`config.mk`:
```
export PLATFORM = sky130hd
export DESIGN_NAME = ddr3_pwr_ctrl
export DESIGN_NICKNAME = d
export VERILOG_FILES = /design/src/rtl/ddr3_pwr_pkg.sv /design/src/rtl/ddr3_lat_pipe.sv /design/src/rtl/ddr3_pwr_ctrl.sv
export SDC_FILE = /design/constraint.sdc
export NUM_CORES = 1
export LEC_CHECK = 0
export ABC_AREA = 1
export ABC_CLOCK_PERIOD_IN_PS = 43200
export BUFFER_PORTS_ARGS = -buffer_cell sky130_fd_sc_hd__buf_2
export CAP_MARGIN = 5
export CORE_UTILIZATION = 53
export DETAILED_ROUTE_END_ITERATION = 8
export PLACE_DENSITY_LB_ADDON = 0.12
export SYNTH_ARGS = -nofsm -noshare
export SYNTH_HDL_FRONTEND = slang
export SYNTH_SLANG_ARGS = --single-unit
```
`constraint.sdc`:
```
create_clock -name i_sys_clk -period 43.2 [get_ports i_sys_clk]
set_input_delay 6.48 -clock i_sys_clk [delete_from_list [all_inputs] [get_ports i_sys_clk]]
set_output_delay 6.48 -clock i_sys_clk [all_outputs]
set_load 0.005 [all_outputs]
```
`src/rtl/ddr3_pwr_pkg.sv`:
```
// Constants, state codes and pin bundle for the DDR3 power-state block
package ddr3_pwr_pkg;

  // Clock
  localparam int TCK_NS = 40;

  // Timing figures and derived cycle counts (least times round up)
  localparam int T_XS_NS = 170;
  localparam int XS_CYC = (T_XS_NS + TCK_NS - 1) / TCK_NS;
  localparam int T_XP_NS = 24;
  localparam int XP_CYC = (T_XP_NS + TCK_NS - 1) / TCK_NS;
  localparam int XSDLL_CYC = 512;
  localparam int MOD_CYC = 12;
  localparam int CKE_MIN_CYC = 3;
  localparam int T_SREF_NS = 7800;
  localparam int SREF_CYC = (T_SREF_NS / TCK_NS < 1) ? 1 : T_SREF_NS / TCK_NS;

  // Burst lengths in clocks
  localparam logic [2:0] BL8_CLK = 3'h4;
  localparam logic [2:0] BC4_CLK = 3'h2;

  // Latency bases and DLL-off fixed latencies
  localparam logic [4:0] CL_BASE = 5'h04;
  localparam logic [4:0] CWL_BASE = 5'h05;
  localparam logic [4:0] DLL_OFF_CL = 5'h06;
  localparam logic [4:0] DLL_OFF_CWL = 5'h06;

  // Mode register field positions
  localparam int MR0_BL_LSB = 0;
  localparam int MR0_CL_LSB = 4;
  localparam int MR1_DLL_BIT = 0;
  localparam int MR1_AL_LSB = 3;
  localparam int MR2_CWL_LSB = 3;
  localparam int ADDR_AP_BIT = 10;
  localparam int ADDR_OTF_BIT = 12;

  // Mode register reset values
  localparam logic [15:0] MR_RESET = 16'h0000;

  // Software register indices
  localparam logic [3:0] REG_CTRL = 4'h0;
  localparam logic [3:0] REG_STATUS = 4'h1;
  localparam logic [3:0] REG_MR0 = 4'h4;
  localparam logic [3:0] REG_MR1 = 4'h5;
  localparam logic [3:0] REG_MR2 = 4'h6;
  localparam logic [7:0] CTRL_RESET = 8'h01;
  localparam int CTRL_SREF_EN_BIT = 0;
  localparam int CTRL_CLR_ILL_BIT = 1;

  // Command codes on RAS, CAS, WE (CS low)
  localparam logic [2:0] CMD_MRS = 3'h0;
  localparam logic [2:0] CMD_REF = 3'h1;
  localparam logic [2:0] CMD_PRE = 3'h2;
  localparam logic [2:0] CMD_ACT = 3'h3;
  localparam logic [2:0] CMD_WR = 3'h4;
  localparam logic [2:0] CMD_RD = 3'h5;
  localparam logic [2:0] CMD_NOP = 3'h7;

  // Power states
  typedef enum logic [4:0] {
    ST_IDLE = 5'b00001,
    ST_ACT  = 5'b00010,
    ST_PPD  = 5'b00100,
    ST_APD  = 5'b01000,
    ST_SREF = 5'b10000
  } pwr_state_type;

  // Command and control pins
  typedef struct packed {
    logic        cke;
    logic        cs_n;
    logic        ras_n;
    logic        cas_n;
    logic        we_n;
    logic        odt;
    logic [2:0]  ba;
    logic [15:0] addr;
  } pin_type;

endpackage

```
`src/rtl/ddr3_lat_pipe.sv`:
```
// Latency shift pipe: one pulse out a programmed number of cycles after each fire
module ddr3_lat_pipe
  import ddr3_pwr_pkg::*;
#(
  parameter int DEPTH = 32
) (
  // Clock and reset
  input  wire logic       i_sys_clk,
  input  wire logic       i_rst,
  // Request
  input  wire logic       i_fire,
  input  wire logic [4:0] i_delay,
  // Result
  output logic            o_hit
);

  initial begin
    if (DEPTH < 2 || DEPTH > 32) $error("DEPTH must be 2..32");
  end

  logic [DEPTH-1:0] pipe_reg;
  logic [DEPTH-1:0] pipe_next;
  logic [DEPTH-1:0] mark;

  assign mark = i_fire ? (DEPTH'(1) << (i_delay - 5'h01)) : '0;
  assign pipe_next = (pipe_reg >> 1) | mark;
  assign o_hit = pipe_reg[0];

  always_ff @(posedge i_sys_clk or posedge i_rst) begin
    if (i_rst) begin
      pipe_reg <= '0;
    end else begin
      pipe_reg <= pipe_next;
    end
  end
endmodule

```
`src/rtl/ddr3_pwr_ctrl.sv`:
```
// Device-side command decode, clock-enable power states and DLL-off latency
module ddr3_pwr_ctrl
  import ddr3_pwr_pkg::*;
#(
  parameter int NUM_BANKS = 8
) (
  // Clock and resets
  input  wire logic        i_sys_clk,
  input  wire logic        i_rst,
  input  wire logic        i_reset_n,
  // Memory pins
  input  wire pin_type     i_pins,
  // Software port
  input  wire logic [3:0]  i_reg_addr,
  input  wire logic [31:0] i_reg_wdata,
  input  wire logic        i_reg_wr,
  input  wire logic        i_reg_rd,
  output logic [31:0]      o_reg_rdata,
  // Device status
  output pwr_state_type    o_power_state,
  output logic             o_idle,
  output logic             o_dll_off,
  output logic             o_burst_busy,
  output logic             o_rd_start,
  output logic             o_wr_start,
  output logic             o_odt_en,
  output logic             o_self_refresh,
  output logic             o_illegal
);

  initial begin
    if (NUM_BANKS != 8) $error("NUM_BANKS must be 8");
  end

  ////////////////////////////////////////////////////////////////////////////
  // Reset and pin synchronisers
  logic rst_any;
  assign rst_any = i_rst | ~i_reset_n;

  pin_type pin_meta_reg;
  pin_type pin_reg;
  logic cke_prev_reg;

  always_ff @(posedge i_sys_clk or posedge rst_any) begin
    if (rst_any) begin
      pin_meta_reg <= '0;
      pin_reg <= '0;
      cke_prev_reg <= 1'b0;
    end else begin
      pin_meta_reg <= i_pins;
      pin_reg <= pin_meta_reg;
      cke_prev_reg <= pin_reg.cke;
    end
  end

  ////////////////////////////////////////////////////////////////////////////
  // Command decode
  logic [2:0] cmd;
  logic nop_des, cke_hh, cke_hl, cke_lh;
  logic is_mrs, is_ref, is_pre, is_act, is_wr, is_rd;
  assign cmd = {pin_reg.ras_n, pin_reg.cas_n, pin_reg.we_n};
  assign nop_des = pin_reg.cs_n | (cmd == CMD_NOP);
  assign cke_hh = cke_prev_reg & pin_reg.cke;
  assign cke_hl = cke_prev_reg & ~pin_reg.cke;
  assign cke_lh = ~cke_prev_reg & pin_reg.cke;
  assign is_mrs = cke_hh & ~pin_reg.cs_n & (cmd == CMD_MRS);
  assign is_ref = ~pin_reg.cs_n & (cmd == CMD_REF);
  assign is_pre = cke_hh & ~pin_reg.cs_n & (cmd == CMD_PRE);
  assign is_act = cke_hh & ~pin_reg.cs_n & (cmd == CMD_ACT);
  assign is_wr = cke_hh & ~pin_reg.cs_n & (cmd == CMD_WR);
  assign is_rd = cke_hh & ~pin_reg.cs_n & (cmd == CMD_RD);

  ////////////////////////////////////////////////////////////////////////////
  // Mode registers and latencies
  logic [15:0] mr0_reg, mr1_reg, mr2_reg;
  logic dll_off_reg;
  logic [4:0] cl_val, cwl_val, al_val, rd_lat, wr_lat;
  logic [1:0] al_sel;

  always_ff @(posedge i_sys_clk or posedge rst_any) begin
    if (rst_any) begin
      mr0_reg <= MR_RESET;
      mr1_reg <= MR_RESET;
      mr2_reg <= MR_RESET;
      dll_off_reg <= 1'b0;
    end else begin
      if (is_mrs && pin_reg.ba == 3'h0) mr0_reg <= pin_reg.addr;
      if (is_mrs && pin_reg.ba == 3'h1) begin
        mr1_reg <= pin_reg.addr;
        dll_off_reg <= pin_reg.addr[MR1_DLL_BIT];
      end
      if (is_mrs && pin_reg.ba == 3'h2) mr2_reg <= pin_reg.addr;
    end
  end

  assign cl_val = dll_off_reg ? DLL_OFF_CL : CL_BASE + {2'h0, mr0_reg[MR0_CL_LSB+:3]};
  assign cwl_val = dll_off_reg ? DLL_OFF_CWL : CWL_BASE + {2'h0, mr2_reg[MR2_CWL_LSB+:3]};
  assign al_sel = mr1_reg[MR1_AL_LSB+:2];
  assign al_val = (al_sel == 2'h1) ? cl_val - 5'h01 : (al_sel == 2'h2) ? cl_val - 5'h02 : 5'h00;
  assign rd_lat = al_val + cl_val - {4'h0, dll_off_reg};
  assign wr_lat = al_val + cwl_val;

  ////////////////////////////////////////////////////////////////////////////
  // Bursts and banks
  logic [2:0] burst_cnt_reg, burst_cnt_next, burst_len;
  logic burst_go, burst_busy, ap_reg, burst_last, bl8, busy_out_reg;
  logic [2:0] ap_bank_reg;
  logic [NUM_BANKS-1:0] bank_open_reg, bank_open_next, ap_mask;

  assign burst_busy = burst_cnt_reg != 3'h0;
  assign burst_last = burst_cnt_reg == 3'h1;
  assign burst_go = (is_rd | is_wr) & ~burst_busy;
  assign bl8 = (mr0_reg[MR0_BL_LSB+:2] == 2'h0) |
    ((mr0_reg[MR0_BL_LSB+:2] == 2'h1) & pin_reg.addr[ADDR_OTF_BIT]);
  assign burst_len = bl8 ? BL8_CLK : BC4_CLK;
  assign burst_cnt_next = burst_go ? burst_len : burst_busy ? burst_cnt_reg - 3'h1 : 3'h0;
  assign ap_mask = (ap_reg & burst_busy) ? (NUM_BANKS'(1) << ap_bank_reg) : '0;

  generate
    for (genvar b = 0; b < NUM_BANKS; b++) begin : g_bank
      logic hit;
      assign hit = pin_reg.ba == 3'(b);
      assign bank_open_next[b] = (is_act & hit) ? 1'b1 :
        ((is_pre & (hit | pin_reg.addr[ADDR_AP_BIT])) | (ap_mask[b] & burst_last)) ? 1'b0 :
        bank_open_reg[b];
    end
  endgenerate

  always_ff @(posedge i_sys_clk or posedge rst_any) begin
    if (rst_any) begin
      burst_cnt_reg <= 3'h0;
      ap_reg <= 1'b0;
      ap_bank_reg <= 3'h0;
      busy_out_reg <= 1'b0;
      bank_open_reg <= '0;
    end else begin
      burst_cnt_reg <= burst_cnt_next;
      busy_out_reg <= burst_cnt_next != 3'h0;
      bank_open_reg <= bank_open_next;
      if (burst_go) begin
        ap_reg <= pin_reg.addr[ADDR_AP_BIT];
        ap_bank_reg <= pin_reg.ba;
      end
    end
  end

  ddr3_lat_pipe #(.DEPTH(32)) u_rd_pipe (
    .i_sys_clk(i_sys_clk),
    .i_rst(rst_any),
    .i_fire(burst_go & is_rd),
    .i_delay(rd_lat),
    .o_hit(o_rd_start)
  );

  ddr3_lat_pipe #(.DEPTH(32)) u_wr_pipe (
    .i_sys_clk(i_sys_clk),
    .i_rst(rst_any),
    .i_fire(burst_go & is_wr),
    .i_delay(wr_lat),
    .o_hit(o_wr_start)
  );

  ////////////////////////////////////////////////////////////////////////////
  // Exit delay timers and CKE pulse tracking
  logic [9:0] xsdll_cnt_reg;
  logic [7:0] xs_cnt_reg, xp_cnt_reg, mod_cnt_reg, cke_cnt_reg;
  logic timers_done, pd_any;
  pwr_state_type state_reg, state_next;

  assign pd_any = (state_reg == ST_PPD) | (state_reg == ST_APD);
  assign timers_done = (xs_cnt_reg == 8'h00) & (xp_cnt_reg == 8'h00) &
    (mod_cnt_reg == 8'h00) & (xsdll_cnt_reg == 10'h000);

  always_ff @(posedge i_sys_clk or posedge rst_any) begin
    if (rst_any) begin
      xs_cnt_reg <= 8'h00;
      xsdll_cnt_reg <= 10'h000;
      xp_cnt_reg <= 8'h00;
      mod_cnt_reg <= 8'h00;
      cke_cnt_reg <= 8'hff; // Saturated: the first CKE rise after reset is no short pulse
    end else begin
      xs_cnt_reg <= (state_reg == ST_SREF && state_next != ST_SREF) ? 8'(XS_CYC) :
        (xs_cnt_reg != 8'h00) ? xs_cnt_reg - 8'h01 : 8'h00;
      xsdll_cnt_reg <= (state_reg == ST_SREF && state_next != ST_SREF) ? 10'(XSDLL_CYC) :
        (xsdll_cnt_reg != 10'h000) ? xsdll_cnt_reg - 10'h001 : 10'h000;
      xp_cnt_reg <= (pd_any && !(state_next inside {ST_PPD, ST_APD})) ? 8'(XP_CYC) :
        (xp_cnt_reg != 8'h00) ? xp_cnt_reg - 8'h01 : 8'h00;
      mod_cnt_reg <= is_mrs ? 8'(MOD_CYC) :
        (mod_cnt_reg != 8'h00) ? mod_cnt_reg - 8'h01 : 8'h00;
      cke_cnt_reg <= (cke_hl | cke_lh) ? 8'h01 :
        (cke_cnt_reg != 8'hff) ? cke_cnt_reg + 8'h01 : cke_cnt_reg;
    end
  end

  ////////////////////////////////////////////////////////////////////////////
  // Power state machine
  logic idle_now, any_open, pd_active_type, illegal_ev;
  assign any_open = |(bank_open_next & ~ap_mask);
  // CKE high before the edge: entry into self-refresh sees CKE already low
  assign idle_now = ~(|bank_open_reg) & ~burst_busy & cke_prev_reg & timers_done;
  assign pd_active_type = any_open;

  always_comb begin
    state_next = state_reg;
    unique case (state_reg)
      ST_IDLE, ST_ACT: begin
        if (cke_hl && nop_des) begin
          state_next = pd_active_type ? ST_APD : ST_PPD;
        end else if (cke_hl && is_ref && idle_now) begin
          state_next = ST_SREF;
        end else if (cke_hh) begin
          state_next = (|bank_open_next) ? ST_ACT : ST_IDLE;
        end
      end
      ST_PPD, ST_APD: begin
        if (cke_lh && nop_des) state_next = (|bank_open_reg) ? ST_ACT : ST_IDLE;
      end
      ST_SREF: begin
        if (pin_reg.cke) state_next = ST_IDLE;
      end
      default: state_next = ST_IDLE;
    endcase
  end

  // Protocol violations by the controller are flagged; short CKE pulses and commands inside the exit timers other than self-refresh entry are still obeyed
  assign illegal_ev =
    ((cke_hl | cke_lh) & (cke_cnt_reg < 8'(CKE_MIN_CYC))) |
    ((state_reg inside {ST_IDLE, ST_ACT}) & cke_hl & ~nop_des & ~is_ref) |
    ((state_reg inside {ST_IDLE, ST_ACT}) & cke_hl & is_ref & ~idle_now) |
    (pd_any & cke_lh & ~nop_des) |
    ((xs_cnt_reg != 8'h00) & ~nop_des) |
    ((xsdll_cnt_reg != 10'h000) & (is_rd | pin_reg.odt)) |
    ((is_rd | is_wr) & burst_busy) |
    ((xsdll_cnt_reg != 10'h000) & (mod_cnt_reg != 8'h00) & cke_hl);

  ////////////////////////////////////////////////////////////////////////////
  // Self-refresh refresh timer and software registers
  logic [7:0] ctrl_reg;
  logic [15:0] sref_cnt_reg;
  logic illegal_reg, sref_tick, clr_ill, ctrl_wr;
  logic [31:0] status_word, rd_mux;

  assign sref_tick = (state_reg == ST_SREF) & ctrl_reg[CTRL_SREF_EN_BIT] &
    (sref_cnt_reg == 16'(SREF_CYC - 1));
  assign ctrl_wr = i_reg_wr & (i_reg_addr == REG_CTRL);
  assign clr_ill = ctrl_wr & i_reg_wdata[CTRL_CLR_ILL_BIT];
  assign status_word = {8'h00, bank_open_reg, 7'h00, burst_busy, illegal_reg, o_idle,
    dll_off_reg, state_reg};
  assign rd_mux = (i_reg_addr == REG_CTRL) ? {24'h0, ctrl_reg} :
    (i_reg_addr == REG_STATUS) ? status_word :
    (i_reg_addr == REG_MR0) ? {16'h0, mr0_reg} :
    (i_reg_addr == REG_MR1) ? {16'h0, mr1_reg} :
    (i_reg_addr == REG_MR2) ? {16'h0, mr2_reg} : 32'h0;

  always_ff @(posedge i_sys_clk or posedge rst_any) begin
    if (rst_any) begin
      state_reg <= ST_IDLE;
      ctrl_reg <= CTRL_RESET;
      sref_cnt_reg <= 16'h0000;
      illegal_reg <= 1'b0;
      o_reg_rdata <= 32'h0;
      o_self_refresh <= 1'b0;
      o_odt_en <= 1'b0;
      o_idle <= 1'b0;
    end else begin
      state_reg <= state_next;
      if (ctrl_wr) ctrl_reg <= {7'h00, i_reg_wdata[CTRL_SREF_EN_BIT]};
      sref_cnt_reg <= (state_reg != ST_SREF || sref_tick) ? 16'h0000 : sref_cnt_reg + 16'h0001;
      illegal_reg <= illegal_ev | (illegal_reg & ~clr_ill);
      o_reg_rdata <= i_reg_rd ? rd_mux : 32'h0;
      o_self_refresh <= sref_tick;
      o_odt_en <= pin_reg.odt & (state_next != ST_SREF);
      o_idle <= idle_now & (state_next == ST_IDLE);
    end
  end

  assign o_power_state = state_reg;
  assign o_dll_off = dll_off_reg;
  assign o_burst_busy = busy_out_reg;
  assign o_illegal = illegal_reg;
endmodule

```
### After elaboration in Yosys (flattened, before gate mapping)

Cells that the tools add are included.

| cells by class | value |
|---|---|
| add/sub/neg operators | 16 |
| order comparisons | 1 |
| equality and inequality tests | 33 |
| shifts and indexed selects | 3 |
| multiplexer cells | 52 |
| bitwise gates (word level) | 110 |
| reductions and logical operators | 33 |

Operator list:

| kind | count |
|---|---|
| $mux 24 | 3 |
| $mux 8 | 9 |
| $and 1x1->1 | 65 |
| $mux 16 | 4 |
| $mux 32 | 2 |
| $or 31x32->32 | 2 |
| $shl 1x5->32 const A | 2 |
| $mux 5 | 7 |
| $or 1x1->1 | 31 |
| $logic_not 8->1 | 3 |
| $reduce_bool 8->1 | 3 |
| $reduce_or 8->1 | 3 |
| $sub 8x1->8 const B | 3 |
| $eq 3x3->1 const B | 7 |
| $mux 10 | 2 |
| $add 16x1->16 const B | 1 |
| $eq 16x8->1 const B | 1 |
| $mux 1 | 16 |
| $pmux 5 s3 | 1 |
| $eq 3x2->1 const B | 4 |
| $eq 4x3->1 const B | 3 |
| $mux 4 | 3 |
| $add 5x4->5 | 2 |
| $eq 5x1->1 const B | 2 |
| other kinds (36) | 69 |

| word-level totals | value |
|---|---|
| bits in registers | 272 |
| bits of input ports | 66 |
| word-level logic and storage cells | 289 |

### Logic depth before layout (Yosys ltp)

| logic depth | value |
|---|---|
| depth in word-level cells | 18 |
| gate-level depth with buffers | 17 |

### Modules after synthesis

A second synthesis with hierarchy kept.

| second synthesis, totals | value |
|---|---|
| cell total of the unflattened synthesis | 1446 |
| area, all modules | 12438.2 µm² |

By module, submodules not included:

| module | times used | cells an instance | area each (µm²) | seq. area each (µm²) |
|---|---|---|---|---|
| ddr3_pwr_ctrl | 1 | 1074 | 9455.3 | 5192.5 |
| ddr3_lat_pipe | 2 | 186 | 1491.4 | 800.8 |

### Worst setup path before layout

No wires, ideal clock.

| path | value |
|---|---|
| path type | input -> register |
| start | input i_reg_addr[2] |
| end | register o_reg_rdata[2] |
| setup time | 86 ps |
| arrival time | 7411 ps |
| required time | 43114 ps |
| slack | 35703 ps |
| stages on the path | 9 |
| cells stage by stage | inv_1 -> nor2_1 -> nand2_1 -> inv_1 -> clkbuf_1 -> nand2_1 -> nand2_1 -> a221oi_1 -> nor3_1 |

| between the ends | value |
|---|---|
| word-level cells in the longest chain between the ends | 7 |
| elaborated cells on any way between the ends | 11 |
| classes of those cells | eq/ne (4); mux (6); reduce/logical (1) |

RTL lines:

| item | RTL line | text |
|---|---|---|
| start: declaration | ddr3_pwr_ctrl.sv:14 | `input wire logic [3:0] i_reg_addr,` |
| $eq 4x3->1 | ddr3_pwr_ctrl.sv:253 | `(i_reg_addr == REG_MR2) ? {16'h0, mr2_reg} : 32'h0;` |
| $mux 16 | ddr3_pwr_ctrl.sv:253 |  |
| $mux 16 | ddr3_pwr_ctrl.sv:252 | `(i_reg_addr == REG_MR1) ? {16'h0, mr1_reg} :` |
| $mux 16 | ddr3_pwr_ctrl.sv:251 | `(i_reg_addr == REG_MR0) ? {16'h0, mr0_reg} :` |
| $mux 24 | ddr3_pwr_ctrl.sv:250 | `(i_reg_addr == REG_STATUS) ? status_word :` |
| $mux 24 (*) | ddr3_pwr_ctrl.sv:249 | `assign rd_mux = (i_reg_addr == REG_CTRL) ? {24'h0, ctrl_reg} :` |
| $mux 24 (*) | ddr3_pwr_ctrl.sv:270 | `o_reg_rdata <= i_reg_rd ? rd_mux : 32'h0;` |
| end signal: assignment | ddr3_pwr_ctrl.sv:270 |  |
| end: declaration | ddr3_pwr_ctrl.sv:18 | `output logic [31:0] o_reg_rdata,` |

Every way passes the cells marked *; elsewhere a longest branch is shown, timed or not.
A chain may end at the register's enable or synchronous reset.

==> summary.md <==
| Metric | Value |
|---|---|
| Syn Area/Cell | `9.435 sq um` |
| # IOs | `111` |
| Rows | `53` |
| CTS tree | `built` |
| Reg-to-Reg End | `u_wr_pipe.pipe_reg[10]$_DFF_PP0_` |
| Die H | `~150 microns` |
| Grt ovf | `0` |
| CTS Hold Bufs | `0` |
| Status | `finished clean` |
| Initial antenna violation count | `0` |
| Vias in the first global route | `8,203` |
| DRT Wirelength | `23,630 microns` |
| Ys async rst share | `100.0%` |
| Clock Tree Buf Depth | `3` |
| Fmax | `0.1293 GHz` |
| Buffers on Ports | `72` |
| FF-to-FF Start | `mr1_reg[0]$_DFFE_PP0P_` |
| Final Non-Filler Cells | `approximately 1,600` |
| Post-synth EDFFs | `0` |
| Tightest Pin Transition | `just under 1000 ps` |
| Primary FF master, synth | `dfrtp_1` |
| Die width | `150.5 microns` |
| GRT Total Usage | `approximately 22%` |
| Slew HR | `33.81%` |
| Worst setup EP type | `output pin` |
| Initial Utilization | `a little over half` |
| DR vias | `8,485` |
| Pre-CTS setup slack | `35,010 ps` |
| Critical path's slowest cell | `dfrtp_1` |
| DP HPWL | `16,120 microns` |
| Placed cells | `1,567` |
| Period Utilization, post-route | `17.90%` |
| Post-route ant nets | `0` |
| Setup TNS | `0 ps` |
| Setup violators final | `0` |
| CTS sink count | `~270` |
| RSZ-0062 raised after global routing | `false` |
| Hold Startpoint | `pin_meta_reg[10]$_DFF_PP0_` |
| Minimum clock period after layout | `7734 ps` |
| First-pass GRT wire length | `39,850 microns` |
| H-Tree Depth | `1` |
| CTS buffer count | `28` |
| Worst R2R Setup Slack | `~40,000 ps` |
| Clk Latency, worst-skew pair | `roughly 550 ps` |
| Worst path arrival time | `~1300 ps` |
| Mapped cell area | `11,690 sq um` |
| Drt initial violations | `505` |
| CTS resizes | `0` |
| Worst min-delay path category | `reg2reg` |
| Count of mapped cells out of synthesis | `1,239` |
| GPL Wtd Cong | `0.8939` |
| FF+latch count, synth | `271` |
| Clk_skew | `21.70 ps` |
| ANT cells | `0` |
| Seq/Total Area, Yosys | `between 50% and 60%` |
| CTS clk-pin slew, worst paths | `about 60 ps` |
| Full die area | `around 23,000 sq um` |
| Largest net degree at the start of global routing | `181` |
| Worst setup margin | `between 30,000 and 40,000 ps` |
| Critical path peak fanout | `8` |
| Max-slew violations | `0` |
| Ys Warns | `0` |
| Worst EP required | `36,720 ps` |
| Hold depth | `0` |
| Crit path cell chain | `buf_2` |
| Max Cap Viol | `0` |
| Clock root cell | `clkbuf_16` |
| Worst setup path class | `reg2out` |
| P_leak | `6.465 nW` |
| Peak supply drop | `36.46 uV` |
| # nets final | `approximately 1,400` |
| Fin. Hold Viols | `0` |
| Postcts setup bufs | `0` |
| Worst path top cell family by delay | `flip-flops` |
| Unique cell type count in the Yosys netlist | `40` |
| Area growth, synth to finish | `13.34%` |
| First-pass detailed-route iteration total | `5` |
| Max stage delay on crit path | `530 ps` |
| WL/cell | `14.59 microns` |
| End of the worst hold path | `pin_reg[10]$_DFF_PP0_` |
| Total buffers and inverters traversed by the critical path | `1` |
| Layout cells sized above 1 | `12.43%` |
| Core Region | `about 21,000 sq um` |
| Startpoint types | `flop` |
| Worst r2r path cells | `13` |
| Pwr Density | `48.65 nW/um^2` |
| DRC violations left | `0` |
| DR vias/cell | `around 5.2` |
[worst max path at each step]
| stage | start | endpoint | slack [ps] | depth (start not counted) |
|---|---|---|---|---|
| 2_1_floorplan | i_reset_n | ap_bank_reg[0]$_DFFE_PP0P_ | 20360 | 2 |
| 3_3_place_gp | i_reg_addr[2] | o_reg_rdata[0]$_DFF_PP0_ | 35010 | 9 |
| 3_5_place_dp | i_reg_addr[2] | o_reg_rdata[0]$_DFF_PP0_ | 35010 | 9 |
| 4_1_cts | mr1_reg[0]$_DFFE_PP0P_ | o_dll_off | 35420 | 1 |
| 5_1_grt | i_reg_addr[2] | o_reg_rdata[0]$_DFF_PP0_ | 35390 | 9 |
| 6_report | mr1_reg[0]$_DFFE_PP0P_ | o_dll_off | 35470 | 1 |
[metal layers]
metal	GRT usage, %	routed length (microns)	share of wire, %
met1	31.34	11130	47
met2	36.87	11160	47
met3	2.939	946	4.0
met4	4.798	392	1.7
met5	0	0	0
[cells in the mapped netlist (all sizes together), types with 2 or more instances]
library cell,instances,area share [%]
dfrtp,261,56
nand2,241,7.9
inv,162,5.2
nor2,114,4.2
o21ai,90,3.9
o21bai,62,4.0
nor3,61,2.8
a21oi,42,1.8
nand3,42,1.8
ha,29,3.1
clkbuf,23,0.74
a211oi,13,0.83
nand4,12,0.64
a31oi,11,0.59
buf,10,0.60
dfstp,10,2.2
a221oi,9,0.67
nor4,8,0.43
xor2,8,0.60
or2,7,0.37
xnor2,6,0.45
o211ai,4,0.26
o22ai,3,0.16
and3,2,0.11
fa,2,0.34
nor3b,2,0.13
o221ai,2,0.15
[cell usage in the layout, fill, tap and decap left out, drive strengths merged, types with 3 or more instances in the layout]
cell type  instances
xor2               8
o211ai             4
nand4             12
o21bai            62
inv              163
o21ai             90
a21oi             42
buf               79
ha                29
nor3              61
dfstp             10
a211oi            13
o22ai              3
nand2            241
clkinvlp           3
a221oi             9
nor4               8
or2                7
clkinv             6
clkbuf            41
conb               8
xnor2              6
nor2             114
dfrtp            261
nand3             42
a31oi             11
[final cells by class]
cell class / count / area, sq um
sequential: 271 / 6794
fill: 1827 / 8104
tap: 275 / 344.1
inverter: 162 / 610.6
clock buffer: 41 / 809.5
clock inverter: 11 / 102.6
multi-input combinational: 780 / 4163
timing repair buffer: 79 / 425.4
[stage by stage]
| stage | cell area, sq um | util, % | hold slack, ps | power [mW] |
|---|---|---|---|---|
| after detailed placement | 12340 | 57.78 | 334.7 | 0.4138 |
| after global placement | 12340 | 57.78 | 331.7 | 0.4099 |
| final | 13250 | 62.05 | 346.1 | 0.6446 |
| after floorplan | 11720 | - | 331.2 | 0.3869 |
| after global routing | 13250 | 62.05 | 355.3 | 0.6815 |
| after CTS | 13250 | 62.05 | 348.3 | 0.6510 |
[report_power, final]
group | switching, mW | total (mW) | internal, mW
logic | 0.0669 | 0.107 | 0.0399
clock network | 0.0984 | 0.235 | 0.136
registers | 0.0218 | 0.303 | 0.281
[kinds of logic after synthesis]
logic type | count (synthesis) | share of synthesized area, %
AO/OA/AOI/OAI | 237 | 12.36
AND/OR/NAND/NOR | 490 | 18.43
flip-flops | 271 | 58.12
other | 1 | 0.03208
XOR/XNOR | 14 | 1.049
adder cells (fa/ha/maj) | 31 | 3.446
buffers and inverters | 195 | 6.561
Note: power is estimated with default switching activity, not from simulation.
